## src/hdl/epi_pkg.sv

```systemverilog
// Package for the external pin interrupt and pin-change block: map, fields, codes.
package epi_pkg;

	// ----------------------------------------------------------------
	// bus geometry
	// ----------------------------------------------------------------
	localparam int          ADDR_W         = 12;
	localparam int          DATA_W         = 32;
	localparam int          REG_W          = 8;
	localparam logic [1:0]  WORD_ALIGN     = 2'h0;

	// ----------------------------------------------------------------
	// register indices: byte address is four times the index
	// ----------------------------------------------------------------
	localparam logic [9:0]  IDX_GROUP_FLAGS  = 10'h01B;
	localparam logic [9:0]  IDX_EXT_FLAGS    = 10'h01C;
	localparam logic [9:0]  IDX_EXT_ENABLE   = 10'h01D;
	localparam logic [9:0]  IDX_GROUP_ENABLE = 10'h068;
	localparam logic [9:0]  IDX_LOWER_SENSE  = 10'h069;
	localparam logic [9:0]  IDX_UPPER_SENSE  = 10'h06A;
	localparam logic [9:0]  IDX_GROUP0_MASK  = 10'h06B;
	localparam logic [9:0]  IDX_GROUP1_MASK  = 10'h06C;

	// ----------------------------------------------------------------
	// fields and reset values
	// ----------------------------------------------------------------
	localparam logic [7:0]  REG_RESET        = 8'h00;
	localparam int          NUM_EXT_PINS     = 8;
	localparam int          NUM_LOWER_PINS   = 4;
	localparam int          NUM_CHANGE_PINS  = 13;
	localparam int          GROUP0_PINS      = 8;
	localparam int          GROUP1_PINS      = 5;
	localparam logic [7:0]  GROUP_BITS_MASK  = 8'h03;
	localparam logic [7:0]  GROUP1_MASK_BITS = 8'h1F;
	localparam int          SENSE_W          = 2;

	// two-bit sense selection per dedicated pin
	typedef enum logic [1:0] {
		EPI_SENSE_LOW  = 2'h0,
		EPI_SENSE_ANY  = 2'h1,
		EPI_SENSE_FALL = 2'h2,
		EPI_SENSE_RISE = 2'h3
	} epi_sense_t;

	// requests presented to the cpu interrupt logic
	typedef struct packed {
		logic [1:0] group;
		logic [7:0] ext;
	} epi_req_t;

	// handler-entry acknowledges from the cpu
	typedef struct packed {
		logic [1:0] group;
		logic [7:0] ext;
	} epi_ack_t;

endpackage : epi_pkg

```

## src/hdl/epi_ext_irq.sv

```systemverilog
// External pin interrupt and pin-change interrupt unit with an APB register slave.
//
// Our own choice: the APB interface to the registers.
module epi_ext_irq (
	// clock and reset
	input  wire logic                          pclk,
	input  wire logic                          presetn,
	// apb slave
	input  wire logic                          psel,
	input  wire logic                          penable,
	input  wire logic                          pwrite,
	input  wire logic [epi_pkg::ADDR_W-1:0]    paddr,
	input  wire logic [epi_pkg::DATA_W-1:0]    pwdata,
	output logic      [epi_pkg::DATA_W-1:0]    prdata,
	output logic                               pready,
	output logic                               pslverr,
	// pins, taken whatever their direction
	input  wire logic [epi_pkg::NUM_EXT_PINS-1:0]    ext_irq_pin,
	input  wire logic [epi_pkg::NUM_CHANGE_PINS-1:0] change_sense_pins,
	// cpu side
	input  wire logic                          global_irq_enable,
	input  wire logic                          sleep_active,
	input  wire epi_pkg::epi_ack_t             handler_entry,
	output epi_pkg::epi_req_t                  irq_req
);
	import epi_pkg::*;

	// ----------------------------------------------------------------
	// registers and state
	// ----------------------------------------------------------------
	logic [7:0]                  ext_flags,    next_ext_flags;
	logic [7:0]                  ext_enable,   next_ext_enable;
	logic [7:0]                  lower_sense,  next_lower_sense;
	logic [7:0]                  upper_sense,  next_upper_sense;
	logic [1:0]                  group_enable, next_group_enable;
	logic [1:0]                  group_flags,  next_group_flags;
	logic [7:0]                  group0_mask,  next_group0_mask;
	logic [4:0]                  group1_mask,  next_group1_mask;
	logic [3:0]                  upper_smp,    next_upper_smp;
	logic [3:0]                  upper_prev,   next_upper_prev;
	logic [3:0]                  lower_prev,   next_lower_prev;
	logic [12:0]                 change_prev,  next_change_prev;
	epi_req_t                    next_irq_req;
	logic [DATA_W-1:0]           next_prdata;
	logic                        next_pready;
	logic                        next_pslverr;

	// ----------------------------------------------------------------
	// detection
	// ----------------------------------------------------------------
	logic [3:0]  lower_eff;
	logic [7:0]  pin_now;
	logic [7:0]  pin_old;
	logic [7:0]  level_mode;
	logic [7:0]  ext_set;
	logic [7:0]  level_active;
	logic [12:0] change_hit;
	logic [1:0]  group_set;
	logic [15:0] sense_all;

	function automatic logic edge_hit(input logic [1:0] mode, input logic now,
					  input logic old);
		logic hit;
		hit = 1'b0;
		case (epi_sense_t'(mode))
			EPI_SENSE_LOW:  hit = 1'b0;
			EPI_SENSE_ANY:  hit = now ^ old;
			EPI_SENSE_FALL: hit = old & ~now;
			EPI_SENSE_RISE: hit = ~old & now;
			default:        hit = 1'b0;
		endcase
		return hit;
	endfunction : edge_hit

	always_comb begin
		// disabled input buffer in sleep reads low; this can fake a change
		lower_eff    = pin_low_buf(ext_irq_pin[3:0], ext_enable[3:0], sleep_active);
		sense_all    = {upper_sense, lower_sense};
		// upper pins use the clocked sample, lower pins the raw pin
		pin_now      = {upper_smp, lower_eff};
		pin_old      = {upper_prev, lower_prev};
		for (int i = 0; i < NUM_EXT_PINS; i++) begin
			level_mode[i]   = (sense_all[2*i +: 2] == EPI_SENSE_LOW);
			ext_set[i]      = edge_hit(sense_all[2*i +: 2], pin_now[i], pin_old[i]);
			level_active[i] = level_mode[i] & ~pin_now[i];
		end
		change_hit   = change_sense_pins ^ change_prev;
		group_set[0] = group_enable[0] & |(change_hit[7:0] & group0_mask);
		group_set[1] = group_enable[1] & |(change_hit[12:8] & group1_mask);
	end

	function automatic logic [3:0] pin_low_buf(input logic [3:0] pin,
						   input logic [3:0] en, input logic slp);
		logic [3:0] v;
		v = pin;
		for (int i = 0; i < 4; i++) begin
			if (slp && !en[i]) begin
				v[i] = 1'b0;
			end
		end
		return v;
	endfunction : pin_low_buf

	always_comb begin
		next_upper_smp   = ext_irq_pin[7:4];
		next_upper_prev  = upper_smp;
		next_lower_prev  = lower_eff;
		next_change_prev = change_sense_pins;
	end

	always_ff @(posedge pclk or negedge presetn) begin
		if (!presetn) begin
			upper_smp   <= 4'h0;
			upper_prev  <= 4'h0;
			lower_prev  <= 4'h0;
			change_prev <= 13'h0000;
		end else begin
			upper_smp   <= next_upper_smp;
			upper_prev  <= next_upper_prev;
			lower_prev  <= next_lower_prev;
			change_prev <= next_change_prev;
		end
	end

	// ----------------------------------------------------------------
	// apb decode
	// ----------------------------------------------------------------
	logic       bus_setup;
	logic       bus_write;
	logic [9:0] reg_idx;
	logic       reg_hit;

	always_comb begin
		reg_idx   = paddr[ADDR_W-1:2];
		bus_setup = psel & ~penable;
		bus_write = psel & penable & pready & pwrite;
		case (reg_idx)
			IDX_GROUP_FLAGS, IDX_EXT_FLAGS, IDX_EXT_ENABLE, IDX_GROUP_ENABLE,
			IDX_LOWER_SENSE, IDX_UPPER_SENSE, IDX_GROUP0_MASK,
			IDX_GROUP1_MASK: reg_hit = (paddr[1:0] == WORD_ALIGN);
			default:         reg_hit = 1'b0;
		endcase
	end

	// ----------------------------------------------------------------
	// register file
	// ----------------------------------------------------------------
	always_comb begin
		next_ext_enable   = ext_enable;
		next_lower_sense  = lower_sense;
		next_upper_sense  = upper_sense;
		next_group_enable = group_enable;
		next_group0_mask  = group0_mask;
		next_group1_mask  = group1_mask;
		next_ext_flags    = ext_flags & ~handler_entry.ext;
		next_group_flags  = group_flags & ~handler_entry.group;
		if (bus_write && reg_hit) begin
			case (reg_idx)
				IDX_EXT_FLAGS:    next_ext_flags   = next_ext_flags & ~pwdata[7:0];
				IDX_GROUP_FLAGS:  next_group_flags = next_group_flags & ~pwdata[1:0];
				IDX_EXT_ENABLE:   next_ext_enable  = pwdata[7:0];
				IDX_GROUP_ENABLE: next_group_enable = pwdata[1:0];
				IDX_LOWER_SENSE:  next_lower_sense = pwdata[7:0];
				IDX_UPPER_SENSE:  next_upper_sense = pwdata[7:0];
				IDX_GROUP0_MASK:  next_group0_mask = pwdata[7:0];
				IDX_GROUP1_MASK:  next_group1_mask = pwdata[4:0];
				default:          next_ext_enable  = ext_enable;
			endcase
		end
		// set wins over any clear in the same cycle; level mode forces zero
		next_ext_flags   = (next_ext_flags | ext_set) & ~level_mode;
		next_group_flags = next_group_flags | group_set;
	end

	always_ff @(posedge pclk or negedge presetn) begin
		if (!presetn) begin
			ext_flags    <= REG_RESET;
			ext_enable   <= REG_RESET;
			lower_sense  <= REG_RESET;
			upper_sense  <= REG_RESET;
			group_enable <= 2'h0;
			group_flags  <= 2'h0;
			group0_mask  <= REG_RESET;
			group1_mask  <= 5'h00;
		end else begin
			ext_flags    <= next_ext_flags;
			ext_enable   <= next_ext_enable;
			lower_sense  <= next_lower_sense;
			upper_sense  <= next_upper_sense;
			group_enable <= next_group_enable;
			group_flags  <= next_group_flags;
			group0_mask  <= next_group0_mask;
			group1_mask  <= next_group1_mask;
		end
	end

	// ----------------------------------------------------------------
	// requests to the cpu
	// ----------------------------------------------------------------
	always_comb begin
		// output-driven pins are seen the same as inputs
		next_irq_req.ext   = {NUM_EXT_PINS{global_irq_enable}} & ext_enable &
				     (ext_flags | level_active);
		next_irq_req.group = {2{global_irq_enable}} & group_enable & group_flags;
	end

	// ----------------------------------------------------------------
	// apb answer: read data latched in setup, ready in the access cycle
	// ----------------------------------------------------------------
	always_comb begin
		next_pready  = bus_setup;
		next_pslverr = bus_setup & ~reg_hit;
		next_prdata  = prdata;
		if (bus_setup) begin
			next_prdata = '0;
			case (reg_idx)
				IDX_GROUP_FLAGS:  next_prdata[1:0] = group_flags;
				IDX_EXT_FLAGS:    next_prdata[7:0] = ext_flags;
				IDX_EXT_ENABLE:   next_prdata[7:0] = ext_enable;
				IDX_GROUP_ENABLE: next_prdata[1:0] = group_enable;
				IDX_LOWER_SENSE:  next_prdata[7:0] = lower_sense;
				IDX_UPPER_SENSE:  next_prdata[7:0] = upper_sense;
				IDX_GROUP0_MASK:  next_prdata[7:0] = group0_mask;
				IDX_GROUP1_MASK:  next_prdata[4:0] = group1_mask;
				default:          next_prdata      = '0;
			endcase
			if (!reg_hit) begin
				next_prdata = '0;
			end
		end
	end

	always_ff @(posedge pclk or negedge presetn) begin
		if (!presetn) begin
			prdata  <= '0;
			pready  <= 1'b0;
			pslverr <= 1'b0;
			irq_req <= '0;
		end else begin
			prdata  <= next_prdata;
			pready  <= next_pready;
			pslverr <= next_pslverr;
			irq_req <= next_irq_req;
		end
	end

	logic wr_ext_flags;
	logic wr_grp_flags;
	assign wr_ext_flags = bus_write && reg_hit && reg_idx == IDX_EXT_FLAGS;
	assign wr_grp_flags = bus_write && reg_hit && reg_idx == IDX_GROUP_FLAGS;
endmodule : epi_ext_irq

```

## config.mk

```make
export PLATFORM = sky130hd
export DESIGN_NAME = epi_ext_irq
export DESIGN_NICKNAME = d
export VERILOG_FILES = /design/src/hdl/epi_pkg.sv /design/src/hdl/epi_ext_irq.sv
export SDC_FILE = /design/constraint.sdc
export NUM_CORES = 1
export LEC_CHECK = 0
export BUFFER_PORTS_ARGS = -buffer_cell sky130_fd_sc_hd__buf_2
export CORE_MARGIN = 2
export CORE_UTILIZATION = 48
export DETAILED_ROUTE_END_ITERATION = 6
export GPL_TIMING_DRIVEN = 1
export PLACE_DENSITY = 0.78
export SYNTH_ARGS = -nofsm -noshare
export SYNTH_HDL_FRONTEND = slang
export SYNTH_SLANG_ARGS = --single-unit
```

## constraint.sdc

```tcl
create_clock -name pclk -period 2.1 [get_ports pclk]
set_input_delay 0.21 -clock pclk [delete_from_list [all_inputs] [get_ports pclk]]
set_output_delay 0.21 -clock pclk [all_outputs]
set_load 0.005 [all_outputs]
```

# --- Word level (Yosys, flattened, before mapping) ---
# Index checks and enable logic that the tools add are counted.
totals:
  reg_bits: 118
  latch_bits: 0
  ram_bits: 0
  mem_bits_ro: 0
  input_bits: 82
  out_inout_bits: 44
  elab_cells: 174
  n_memories: 0
op_classes:
  add_sub_neg: 0
  multipliers: 0
  n_div: 0
  magnitude_cmp: 0
  eq_ne: 32
  shifts: 0
  muxes: 21
  n_bitwise: 77
  n_reduce_logical: 27
ops:
  columns: ["cell", "count"]
  rows:
  - ["$eq 10x7->1 const B", 5]
  - ["$and 8x8->8", 6]
  - ["$eq 2x2->1 const B", 16]
  - ["$pmux 1 s4", 8]
  - ["$and 1x1->1", 31]
  - ["$eq 10x5->1 const B", 3]
  - ["$mux 8", 3]
  - ["$not 8->8", 3]
  - ["$logic_not 2->1", 9]
  - ["$not 1->1", 18]
  - ["$pmux 3 s6", 1]
  - ["$eq 2x1->1 const B", 8]
  - ["$or 8x8->8", 2]
  - ["$pmux 2 s8", 1]
  - ["$reduce_or 8->1", 2]
  - ["$pmux 3 s5", 1]
  - ["$xor 13x13->13", 1]
  - ["$reduce_and 2->1", 6]
  - ["$and 2x2->2", 4]
  - ["$xor 1x1->1", 8]
  - ["$and 5x5->5", 1]
  - ["$logic_and 1x1->1", 5]
  - ["$mux 1", 5]
  - ["$reduce_or 5->1", 1]
  - ["other kinds (4)", 9]

# --- Logic depth before layout (Yosys ltp) ---
# Gate-level depths: netlist of the first run.
depth:
  depth_word: 8
  ltp_mapped: 9
  ltp_nobuf: 9

# --- Worst setup path after synthesis of the first run ---
# OpenSTA, ideal clock, no wires.
synth_timing:
  path_kind: "register -> register"
  startpoint: "register pready"
  endpoint: "register group1_mask[0]"
  setup_ns: 0.125
  arrival_ns: 1.666
  t_required_ns: 1.975
  setup_slack_ns: 0.308
  stages_incl_launch_ff: 7
  n_path_buf: 2
  period_less_slack_ns: 1.792
  cell_sequence: "dfrtp_1 > nand4_1 > or3_1 > buf_6 > or3_1 > buf_6 > mux2_4"
synth_via:
  elab_chain_cells: 4
synth_rtl:
  columns: ["element", "line_no", "rtl"]
  rows:
  - ["start, declared", "epi_ext_irq.sv:15", "output logic pready,"]
  - ["start signal, assigned", "epi_ext_irq.sv:241", "pready <= next_pready;"]
  - ["$and 1x1->1 (2 in series)", "epi_ext_irq.sv:136", "bus_write = psel & penable & pready & pwrite;"]
  - ["$logic_and 1x1->1", null, null]
  - ["$reduce_and 2->1 (no line)", null, null]
  - ["end signal, assigned", "epi_ext_irq.sv:193", "group1_mask <= next_group1_mask;"]
  - ["end, declared", "epi_ext_irq.sv:38", "logic [4:0] group1_mask, next_group1_mask;"]
# Every way passes these cells.
# A chain may end at the register's enable or synchronous reset.

# --- Worst setup path in the final report of the first run ---
layout_timing:
  startpoint: "register pready"
  endpoint: "register ext_enable[3]"
layout_via:
  elab_chain_cells: 4
layout_rtl:
  columns: ["element", "line_no", "rtl"]
  rows:
  - ["$and 1x1->1 (2 in series)", "epi_ext_irq.sv:136", null]
  - ["$logic_and 1x1->1", null, null]
  - ["$reduce_and 2->1 (no line)", null, null]
  - ["end signal, assigned", "epi_ext_irq.sv:187", "ext_enable <= next_ext_enable;"]
  - ["end, declared", "epi_ext_irq.sv:32", "logic [7:0] ext_enable, next_ext_enable;"]
# Every way passes these cells.

==> flow_summary.ini, run 1 <==
[outcome]
run_status = complete, no violations

[sta]
timing.final.max_slew_violations = 0
ratio_of_final_minimum_period_to_clock_period_pct = 92.9
timing.clock.skew_ns = 0.0110
fin_setup_tns_ns = 0
worst-slew-pin-transition_ns = 0.568
hold_viol_final = 0
timing.slew.headroom_pct = 62.1
rsz0062_at_grt = false
timing.final.setup_violations = 0
final.min_clock_period_ns = 1.95
fmaxAchievable_ghz = 0.513

[critical_path]
timing.critical_path.from = pready
critPathRequiredTime_ns = 2.36
r2r_setup_slack_ns = 0.15
rr_worst_depth = 5
crit_type = flip-flop to flip-flop
worstReg2RegStart = pready
crit_path_end_kind = flip-flop
critPathCapture = ext_enable[3]
critical_path_arrival_ns = 2.21
timing.rr.end = ext_enable[3]
timing.critical_path.from_type = flip-flop
critPathMaxFanout = 6

[yosys]
netlist-cell-type-count = 52
synth_area_per_cell_sq_um = 11.4
synth.ff_latch_count = 94
syn-cell-area_sq_um = 4790
synthesis.instances = 419
synth.yosys.seq_area_share_pct = 49.1
ys_warn_count = 0

[global_route]
global_route.overflow_total = 0
wire_length_of_the_first_global_routing_pass_mm = 18.3
via_count_of_the_first_global_routing_pass = 3644
initial_antenna_violation_count = 0
grt_use_total_pct = 21.4
pin_count_of_the_biggest_net_entering_global_routing = 45

[placed_design]
placed_area_sq_um = 5290
detailedPlacementHpwl_mm = 8.16
portBuffers = 77
placedCellCount = 632
gp_congestion = 0.876

[pwr]
p_per_area_nw_per_um2 = 610
ir_worst_vdd_v = 0.000315
post-layout-total-power_w = 0.00348
leakagePower_nw = 2.85

[floorplan]
rows = 36
die_w_um = 104
design.core.area_sq_um = 9730
io_pins = 126
die_area_sq_um = 10800
floorplan.die.height_um = 104
floorplan.initialDensity_pct = 49.3

[clocking]
cts.repair_timing.setup_buffer_count = 0
worst_skew_pair.late_latency_ns = 0.37
clock_path_buffers = 2
tritoncts.num_buffers = 9
cts_sink_cnt = 94
clkSlewWorstSetupHoldPaths_ns = 0.09
htree_num_levels = 3
cts_tree = built
root_buffer = clkbuf_8

[drt]
drc = 0
vias = 3576
first_pass_iters = 5
postRouteWirelength_mm = 10.9
antenna_left = 0
routedWlPerCell_um = 16.4
drt-initial-drc-count = 197
via_per_inst = 5.37

[layout]
layout_common_cells = 94 x dfrtp_1, 76 x buf_2, 36 x mux2_2
layout-area-overhead-vs-synth_pct = 18.8
antennaDiodeCount = 0
nets = 626
drive_above_1_share_pct = 31.7
n_fill_cell = 808
layout_commonest_cell = dfrtp_1
multi_input_combinational_cell_area_sq_um = 2180
design_area_sq_um = 5690
final_util_pct = 58.5
instances_no_fill = 666
register_area_sq_um = 2350

[worst_hold_path]
min_path_type = input pin to flip-flop

[run]
cap_violations = 0
cell type report:
cell class | count | area share, %
clock buffers | 9 | 2.18
repair buffers | 108 | 11.7
well taps | 133 | 2.92
inverters | 30 | 1.98
flip-flops and latches | 94 | 41.3
multi-input cells | 285 | 38.2
clock inverters | 7 | 1.71
logic make-up (layout without fill, tap and decap cells):
kind of cell / after synthesis / after routing / synth area share [%]
other: 1 / 24 / 0.0782
AND/OR/NAND/NOR: 100 / 100 / 11.7
buffers and inverters: 63 / 154 / 7.36
multiplexers: 56 / 56 / 14.5
flip-flops: 94 / 94 / 49.1
AO/OA/AOI/OAI: 76 / 76 / 10.7
XOR/XNOR: 13 / 13 / 2.37
adder cells (fa/ha/maj): 16 / 16 / 4.18
worst min path at each step:
stage | startpoint | to | cells after the start
after floorplan | presetn | change_prev[0] | 0
after global placement | presetn | upper_prev[2] | 1
after CTS | handler_entry[0] | ext_flags[0] | 3
after detailed placement | presetn | upper_prev[2] | 1
final | handler_entry[0] | ext_flags[0] | 3
after global routing | handler_entry[0] | ext_flags[0] | 3
report_power, final:
group	internal (W)	switching, W
clock	0.000674	0.000667
sequential	0.00183	0.0000143
combinational	0.000117	0.000169
synthesized netlist by cell type, drive strengths merged:
master,number,area (sq um)
nor3,6,35.0
a311oi,2,17.5
inv,30,113
o211a,2,20.0
nor4,1,21.3
a32oi,2,17.5
and4bb,2,25.0
nor2,22,85.1
xor2,13,114
nand2,34,133
mux4,2,45.0
and3,3,18.8
nor2b,1,6.26
nand2b,4,25.0
nand4,3,18.8
clkbuf,3,11.3
nand3,7,45.0
and3b,1,8.76
ha,16,200
a21oi,21,105
o21ai,17,85.1
a32o,2,20.0
a211o,7,61.3
a222oi,2,20.0
mux2i,5,50.1
nor4bb,1,10.0
conb,1,3.75
a21boi,1,7.51
o211ai,1,7.51
dfrtp,94,2350
o2bb2ai,1,8.76
nor3b,4,35.0
or3,7,43.8
mux2,49,601
and2,1,6.26
a22oi,12,90.1
or2b,1,7.51
nor4b,2,38.8
o22a,3,26.3
buf,30,229
a221oi,2,17.5
a2111oi,1,8.76
metrics by stage:
step / worst slack (ns) / hold WS (ns)
2_1_floorplan: 0.308 / -0.0856
3_3_place_gp: 0.204 / 0.233
3_5_place_dp: 0.182 / 0.246
4_1_cts: 0.157 / 0.0781
5_1_grt: 0.0627 / 0.0904
6_report: 0.149 / 0.0919
repair_timing:
action / in CTS / in global routing
hold buffers: 18 / 0
hold endpoints to repair: 57 / 0
resized for setup: 0 / 0
state kept, by name (all words and copies together) (netlist names), 2 cells and up:
signal,flops
group1_mask,5
lower_prev,4
ext_enable,8
upper_sense,8
group_enable,2
irq_req,10
change_prev,13
ext_flags,8
group0_mask,8
next_upper_prev,4
upper_prev,4
group_flags,2
prdata,8
lower_sense,8
per-layer routing:
metal  up-vias  track usage (%)  routed length, um
met2       156             33.6               5110
met4         0             7.43                227
met5         -                0                  0
li1       1656                -                  -
met3        19             4.89                675
met1      1745             29.3               4900
critical path, stage by stage, from the launching register on:
cell	delay, ns
dfrtp_1	0.35
nand4_1	0.08
or3_1	0.48
or3_1	0.43
buf_4	0.19
mux2_4	0.30
No activity file was read; power rests on OpenSTA's default activity.
==> run 2, diff against run 1 <==
==> constraint.sdc (replaced) <==
create_clock -name pclk -period 2.5 [get_ports pclk]
set_input_delay 0.25 -clock pclk [delete_from_list [all_inputs] [get_ports pclk]]
set_output_delay 0.25 -clock pclk [all_outputs]
set_load 0.005 [all_outputs]
==> flow_summary.ini, run 2 (synthesis gave the netlist of run 1 again) <==
[layout]
nets = 611
layout_common_cells = 94 x dfrtp_1, 76 x buf_2, 36 x mux2_2
largest-register = change_prev
biggestRegsByFlops = change_prev x13, irq_req x10
layout-area-overhead-vs-synth_pct = 16.5
antennaDiodeCount = 0
final_util_pct = 57.4
layout_commonest_cell = dfrtp_1
max_reg_flops = 13
drive_above_1_share_pct = 30.5

[floorplan]
die_w_um = 104
design.core.area_sq_um = 9730
io_pins = 126
die_area_sq_um = 10800
floorplan.initialDensity_pct = 49.3
rows = 36
floorplan.die.height_um = 104

[drt]
via_per_inst = 5.36
drc = 0
vias = 3491
antenna_left = 0
postRouteWirelength_mm = 10.8
first_pass_iters = 4
drt-initial-drc-count = 146
routedWlPerCell_um = 16.6

[global_route]
grt_use_met2_pct = 33.6
initial_antenna_violation_count = 0
grt_busiest_layer = met2
globalRouteMet3Util_pct = 4.26
via_count_of_the_first_global_routing_pass = 3542
grt_use_total_pct = 20.8
pin_count_of_the_biggest_net_entering_global_routing = 51
global_route.usage.met1_pct = 28.1
wire_length_of_the_first_global_routing_pass_mm = 17.7
global_route.overflow_total = 0

[pwr]
share_clk_of_total_power_pct = 38.8
power_switching_share_pct = 23.8
pwr-share-comb_pct = 7.9
ir_worst_vdd_v = 0.000295
net-switching-power_w = 0.000692
seqPwrFrac_pct = 53.3
internal_power_w = 0.00222
leakagePower_nw = 2.79
p_per_area_nw_per_um2 = 522
post-layout-total-power_w = 0.00291

[critical_path]
crit_path_end_kind = flip-flop
worstReg2RegStart = pready
critical_path_arrival_ns = 2.35
critPathMaxFanout = 8
critPathRequiredTime_ns = 2.76
timing.critical_path.from_type = flip-flop
crit_type = flip-flop to flip-flop
timing.critical_path.from = pready

[sta]
fin_setup_tns_ns = 0
timing.clock.skew_ns = 0.0103
worst-slew-pin-transition_ns = 0.614
timing.slew.headroom_pct = 58.8
fmaxAchievable_ghz = 0.477
hold_viol_final = 0
timing.final.setup_violations = 0
timing.final.max_slew_violations = 0
final.min_clock_period_ns = 2.10
ratio_of_final_minimum_period_to_clock_period_pct = 83.9
rsz0062_at_grt = false

[worst_hold_path]
min_path_type = input pin to flip-flop
worst_hold_startpoint = change_sense_pins[0]

[clocking]
clock_path_buffers = 2
htree_num_levels = 3
clkSlewWorstSetupHoldPaths_ns = 0.09
cts_sink_cnt = 94
worst_skew_pair.late_latency_ns = 0.37
cts_resized = 0
root_buffer = clkbuf_8
tritoncts.num_buffers = 9
cts_tree = built

[placed_design]
gp_congestion = 0.872
portBuffers = 77
detailedPlacementHpwl_mm = 8.02

[run]
cap_violations = 0

[outcome]
run_status = complete, no violations
-- run 2: final timing paths --
kind	to	slack [ns]	cells after the start
worst max-delay path	ext_enable[7]	0.40	4
worst min-delay path	change_prev[0]	0.009	1
worst max register to register	ext_enable[7]	0.40	4
worst min register to register	upper_prev[1]	0.41	0
max in group asynchronous	ext_flags[6]	1.40	3
min in group asynchronous	change_prev[6]	0.42	2
-- run 2: critical path: stages, from the launching register on --
cell     delay [ns]
dfrtp_1        0.36
nand4_1        0.09
or3_1          0.47
or3_1          0.68
mux2_4         0.39
-- run 2: area by class of cell --
type	count	area [sq um]
clock buffers	11	141
repair buffers	93	553
fillers	816	4150
multi-input cells	285	2180
well taps	133	166
clock inverters	5	82.6
flip-flops and latches	94	2350
inverters	30	113
-- run 2: through the flow --
stage	instances	hold slack, ns	worst slack (ns)	area, sq um
2_1_floorplan	442	-0.0456	0.708	4880
3_3_place_gp	622	0.286	0.430	5230
3_5_place_dp	622	0.295	0.426	5230
4_1_cts	649	0.000487	0.416	5560
5_1_grt	651	0.000214	0.352	5580
6_report	651	0.00899	0.401	5580
-- run 2: routing by layer --
metal  wire length (um)  vias up
met2               5060      132
met1               4970     1721
met4                195        0
met3                573       19
met5                  0        -
li1                   -     1619
-- run 2: what timing repair did --
| action | CTS | global route |
|---|---|---|
| hold endpoints to repair | 54 | 2 |
| buffers inserted | 0 | 0 |
| hold buffers | 11 | 2 |
-- run 2: power by group through the flow --
stage	sequential (W)	clock, W	combinational, W
floorplan	0.00158	0	0.000114
global placement	0.00158	0	0.000206
detailed placement	0.00158	0	0.000214
CTS	0.00155	0.00114	0.000229
global route	0.00156	0.00120	0.000257
finish	0.00155	0.00113	0.000229
==> run 3, diff against run 2 <==
==> constraint.sdc (replaced) <==
create_clock -name pclk -period 2.17 [get_ports pclk]
set_input_delay 0.217 -clock pclk [delete_from_list [all_inputs] [get_ports pclk]]
set_output_delay 0.217 -clock pclk [all_outputs]
set_load 0.005 [all_outputs]
==> flow_summary.ini, run 3 (synthesis gave the netlist of run 1 again) <==
[outcome]
run_status = complete, no violations

[sta]
rsz0062_at_grt = false
timing.slew.headroom_pct = 58.9
timing.final.setup_violations = 0
hold-worst-slack_ns = 0.103
worst-slew-pin-transition_ns = 0.616
timing.final.max_slew_violations = 0
fin_setup_tns_ns = 0
ratio_of_final_minimum_period_to_clock_period_pct = 89.2
fmaxAchievable_ghz = 0.517
hold_viol_final = 0
final.min_clock_period_ns = 1.93
timing.clock.skew_ns = 0.0134

[pwr]
pwr-share-comb_pct = 8.2
power_switching_share_pct = 23.9
seqPwrFrac_pct = 52.9
p_per_area_nw_per_um2 = 595
leakagePower_nw = 2.84
share_clk_of_total_power_pct = 38.9
internal_power_w = 0.00257
net-switching-power_w = 0.000808
ir_worst_vdd_v = 0.000348
post-layout-total-power_w = 0.00338

[placed_design]
portBuffers = 77
detailedPlacementHpwl_mm = 8.29
gp_congestion = 0.878

[global_route]
wire_length_of_the_first_global_routing_pass_mm = 18.6
grt_busiest_layer = met2
via_count_of_the_first_global_routing_pass = 3627
grt_use_met2_pct = 36.3
initial_antenna_violation_count = 0
grt_use_total_pct = 21.8
globalRouteMet3Util_pct = 3.82
pin_count_of_the_biggest_net_entering_global_routing = 49
global_route.usage.met1_pct = 28.7
global_route.overflow_total = 0

[clocking]
cts_tree = built
htree_num_levels = 3
clock_path_buffers = 2
clkSlewWorstSetupHoldPaths_ns = 0.09
cts_resized = 0
cts.repair_timing.setup_buffer_count = 0
root_buffer = clkbuf_8
tritoncts.num_buffers = 9
worst_skew_pair.late_latency_ns = 0.37
cts_sink_cnt = 94

[layout]
largest-register = change_prev
antennaDiodeCount = 0
final_util_pct = 58.4
max_reg_flops = 13
layout-area-overhead-vs-synth_pct = 18.4
biggestRegsByFlops = change_prev x13, irq_req x10
drive_above_1_share_pct = 31.0
layout_commonest_cell = dfrtp_1
layout_common_cells = 94 x dfrtp_1, 76 x buf_2, 36 x mux2_2
nets = 622

[drt]
via_per_inst = 5.30
antenna_left = 0
drc = 0
first_pass_iters = 4
drt-initial-drc-count = 171
routedWlPerCell_um = 16.8
vias = 3508
postRouteWirelength_mm = 11.1

[critical_path]
critical_path_arrival_ns = 2.19
worstReg2RegStart = pready
timing.critical_path.from = pready
critPathMaxFanout = 6
crit_type = flip-flop to flip-flop
timing.rr.end = ext_enable[3]
r2r_setup_slack_ns = 0.24
crit_path_end_kind = flip-flop
rr_worst_depth = 5
critPathRequiredTime_ns = 2.42
timing.critical_path.from_type = flip-flop
critPathCapture = ext_enable[3]

[run]
cap_violations = 0

[floorplan]
floorplan.die.height_um = 104
design.core.area_sq_um = 9730
rows = 36
floorplan.initialDensity_pct = 49.3
io_pins = 126
die_area_sq_um = 10800
die_w_um = 104

[worst_hold_path]
min_path_type = input pin to flip-flop
min_path_cells = 3
-- run 3: cell count changes in the layout (fill, tap and decap cells not counted) --
cell | previous run | this run
inv_6 | 0 | 1
clkinvlp_4 | 3 | 1
buf_4 | 3 | 9
dlygate4sd3_1 | 13 | 18
clkinv_2 | 0 | 1
-- run 3: power by group through the flow --
stage / Combinational, W / Clock (W) / Sequential (W)
2_1_floorplan: 0.000132 / 0 / 0.00182
3_3_place_gp: 0.000243 / 0 / 0.00182
3_5_place_dp: 0.000253 / 0 / 0.00183
4_1_cts: 0.000278 / 0.00132 / 0.00179
5_1_grt: 0.000310 / 0.00141 / 0.00179
6_report: 0.000277 / 0.00131 / 0.00179
-- run 3: worst min path at each step --
stage / start / to / slack, ns
final: handler_entry[6] / ext_flags[6] / 0.10
after global routing: handler_entry[4] / ext_flags[4] / 0.12
after CTS: handler_entry[6] / ext_flags[6] / 0.1
after detailed placement: presetn / irq_req[6] / 0.27
after global placement: presetn / irq_req[6] / 0.27
after floorplan: presetn / change_prev[0] / -0.08
-- run 3: layer usage --
layer / vias to the layer above / share of wire, % / wire, um
li1: 1637 / - / -
met1: 1722 / 45 / 5000
met2: 132 / 48 / 5340
met3: 17 / 5.3 / 586
met4: 0 / 1.8 / 203
met5: - / 0 / 0
-- run 3: what timing repair did --
action | CTS | global route
hold buffers | 18 | 0
setup endpoints to repair | 0 | 0
hold endpoints to repair | 63 | 0
-- run 3: stage by stage --
step                      worst slack (ns)  cell area [sq um]  instances
after CTS                            0.232               5680        662
after floorplan                      0.378               4880        442
final                                0.235               5680        662
after detailed placement             0.261               5280        628
after global routing                 0.137               5680        662
after global placement               0.279               5280        628
-- run 3: area by class of cell --
type,instances,area (sq um)
sequential,94,2350
tap,133,166
clock inverter,5,81.3
timing repair buffer,104,648
fill,816,4050
clock buffer,11,141
multi-input combinational,285,2180
inverter,30,113
-- run 3: critical path, cell delays in order (launching register included) --
cell and delay, ns:
dfrtp_1 0.35, nand4_1 0.08, or3_1 0.47, or3_1 0.42, buf_4 0.19, mux2_4 0.31
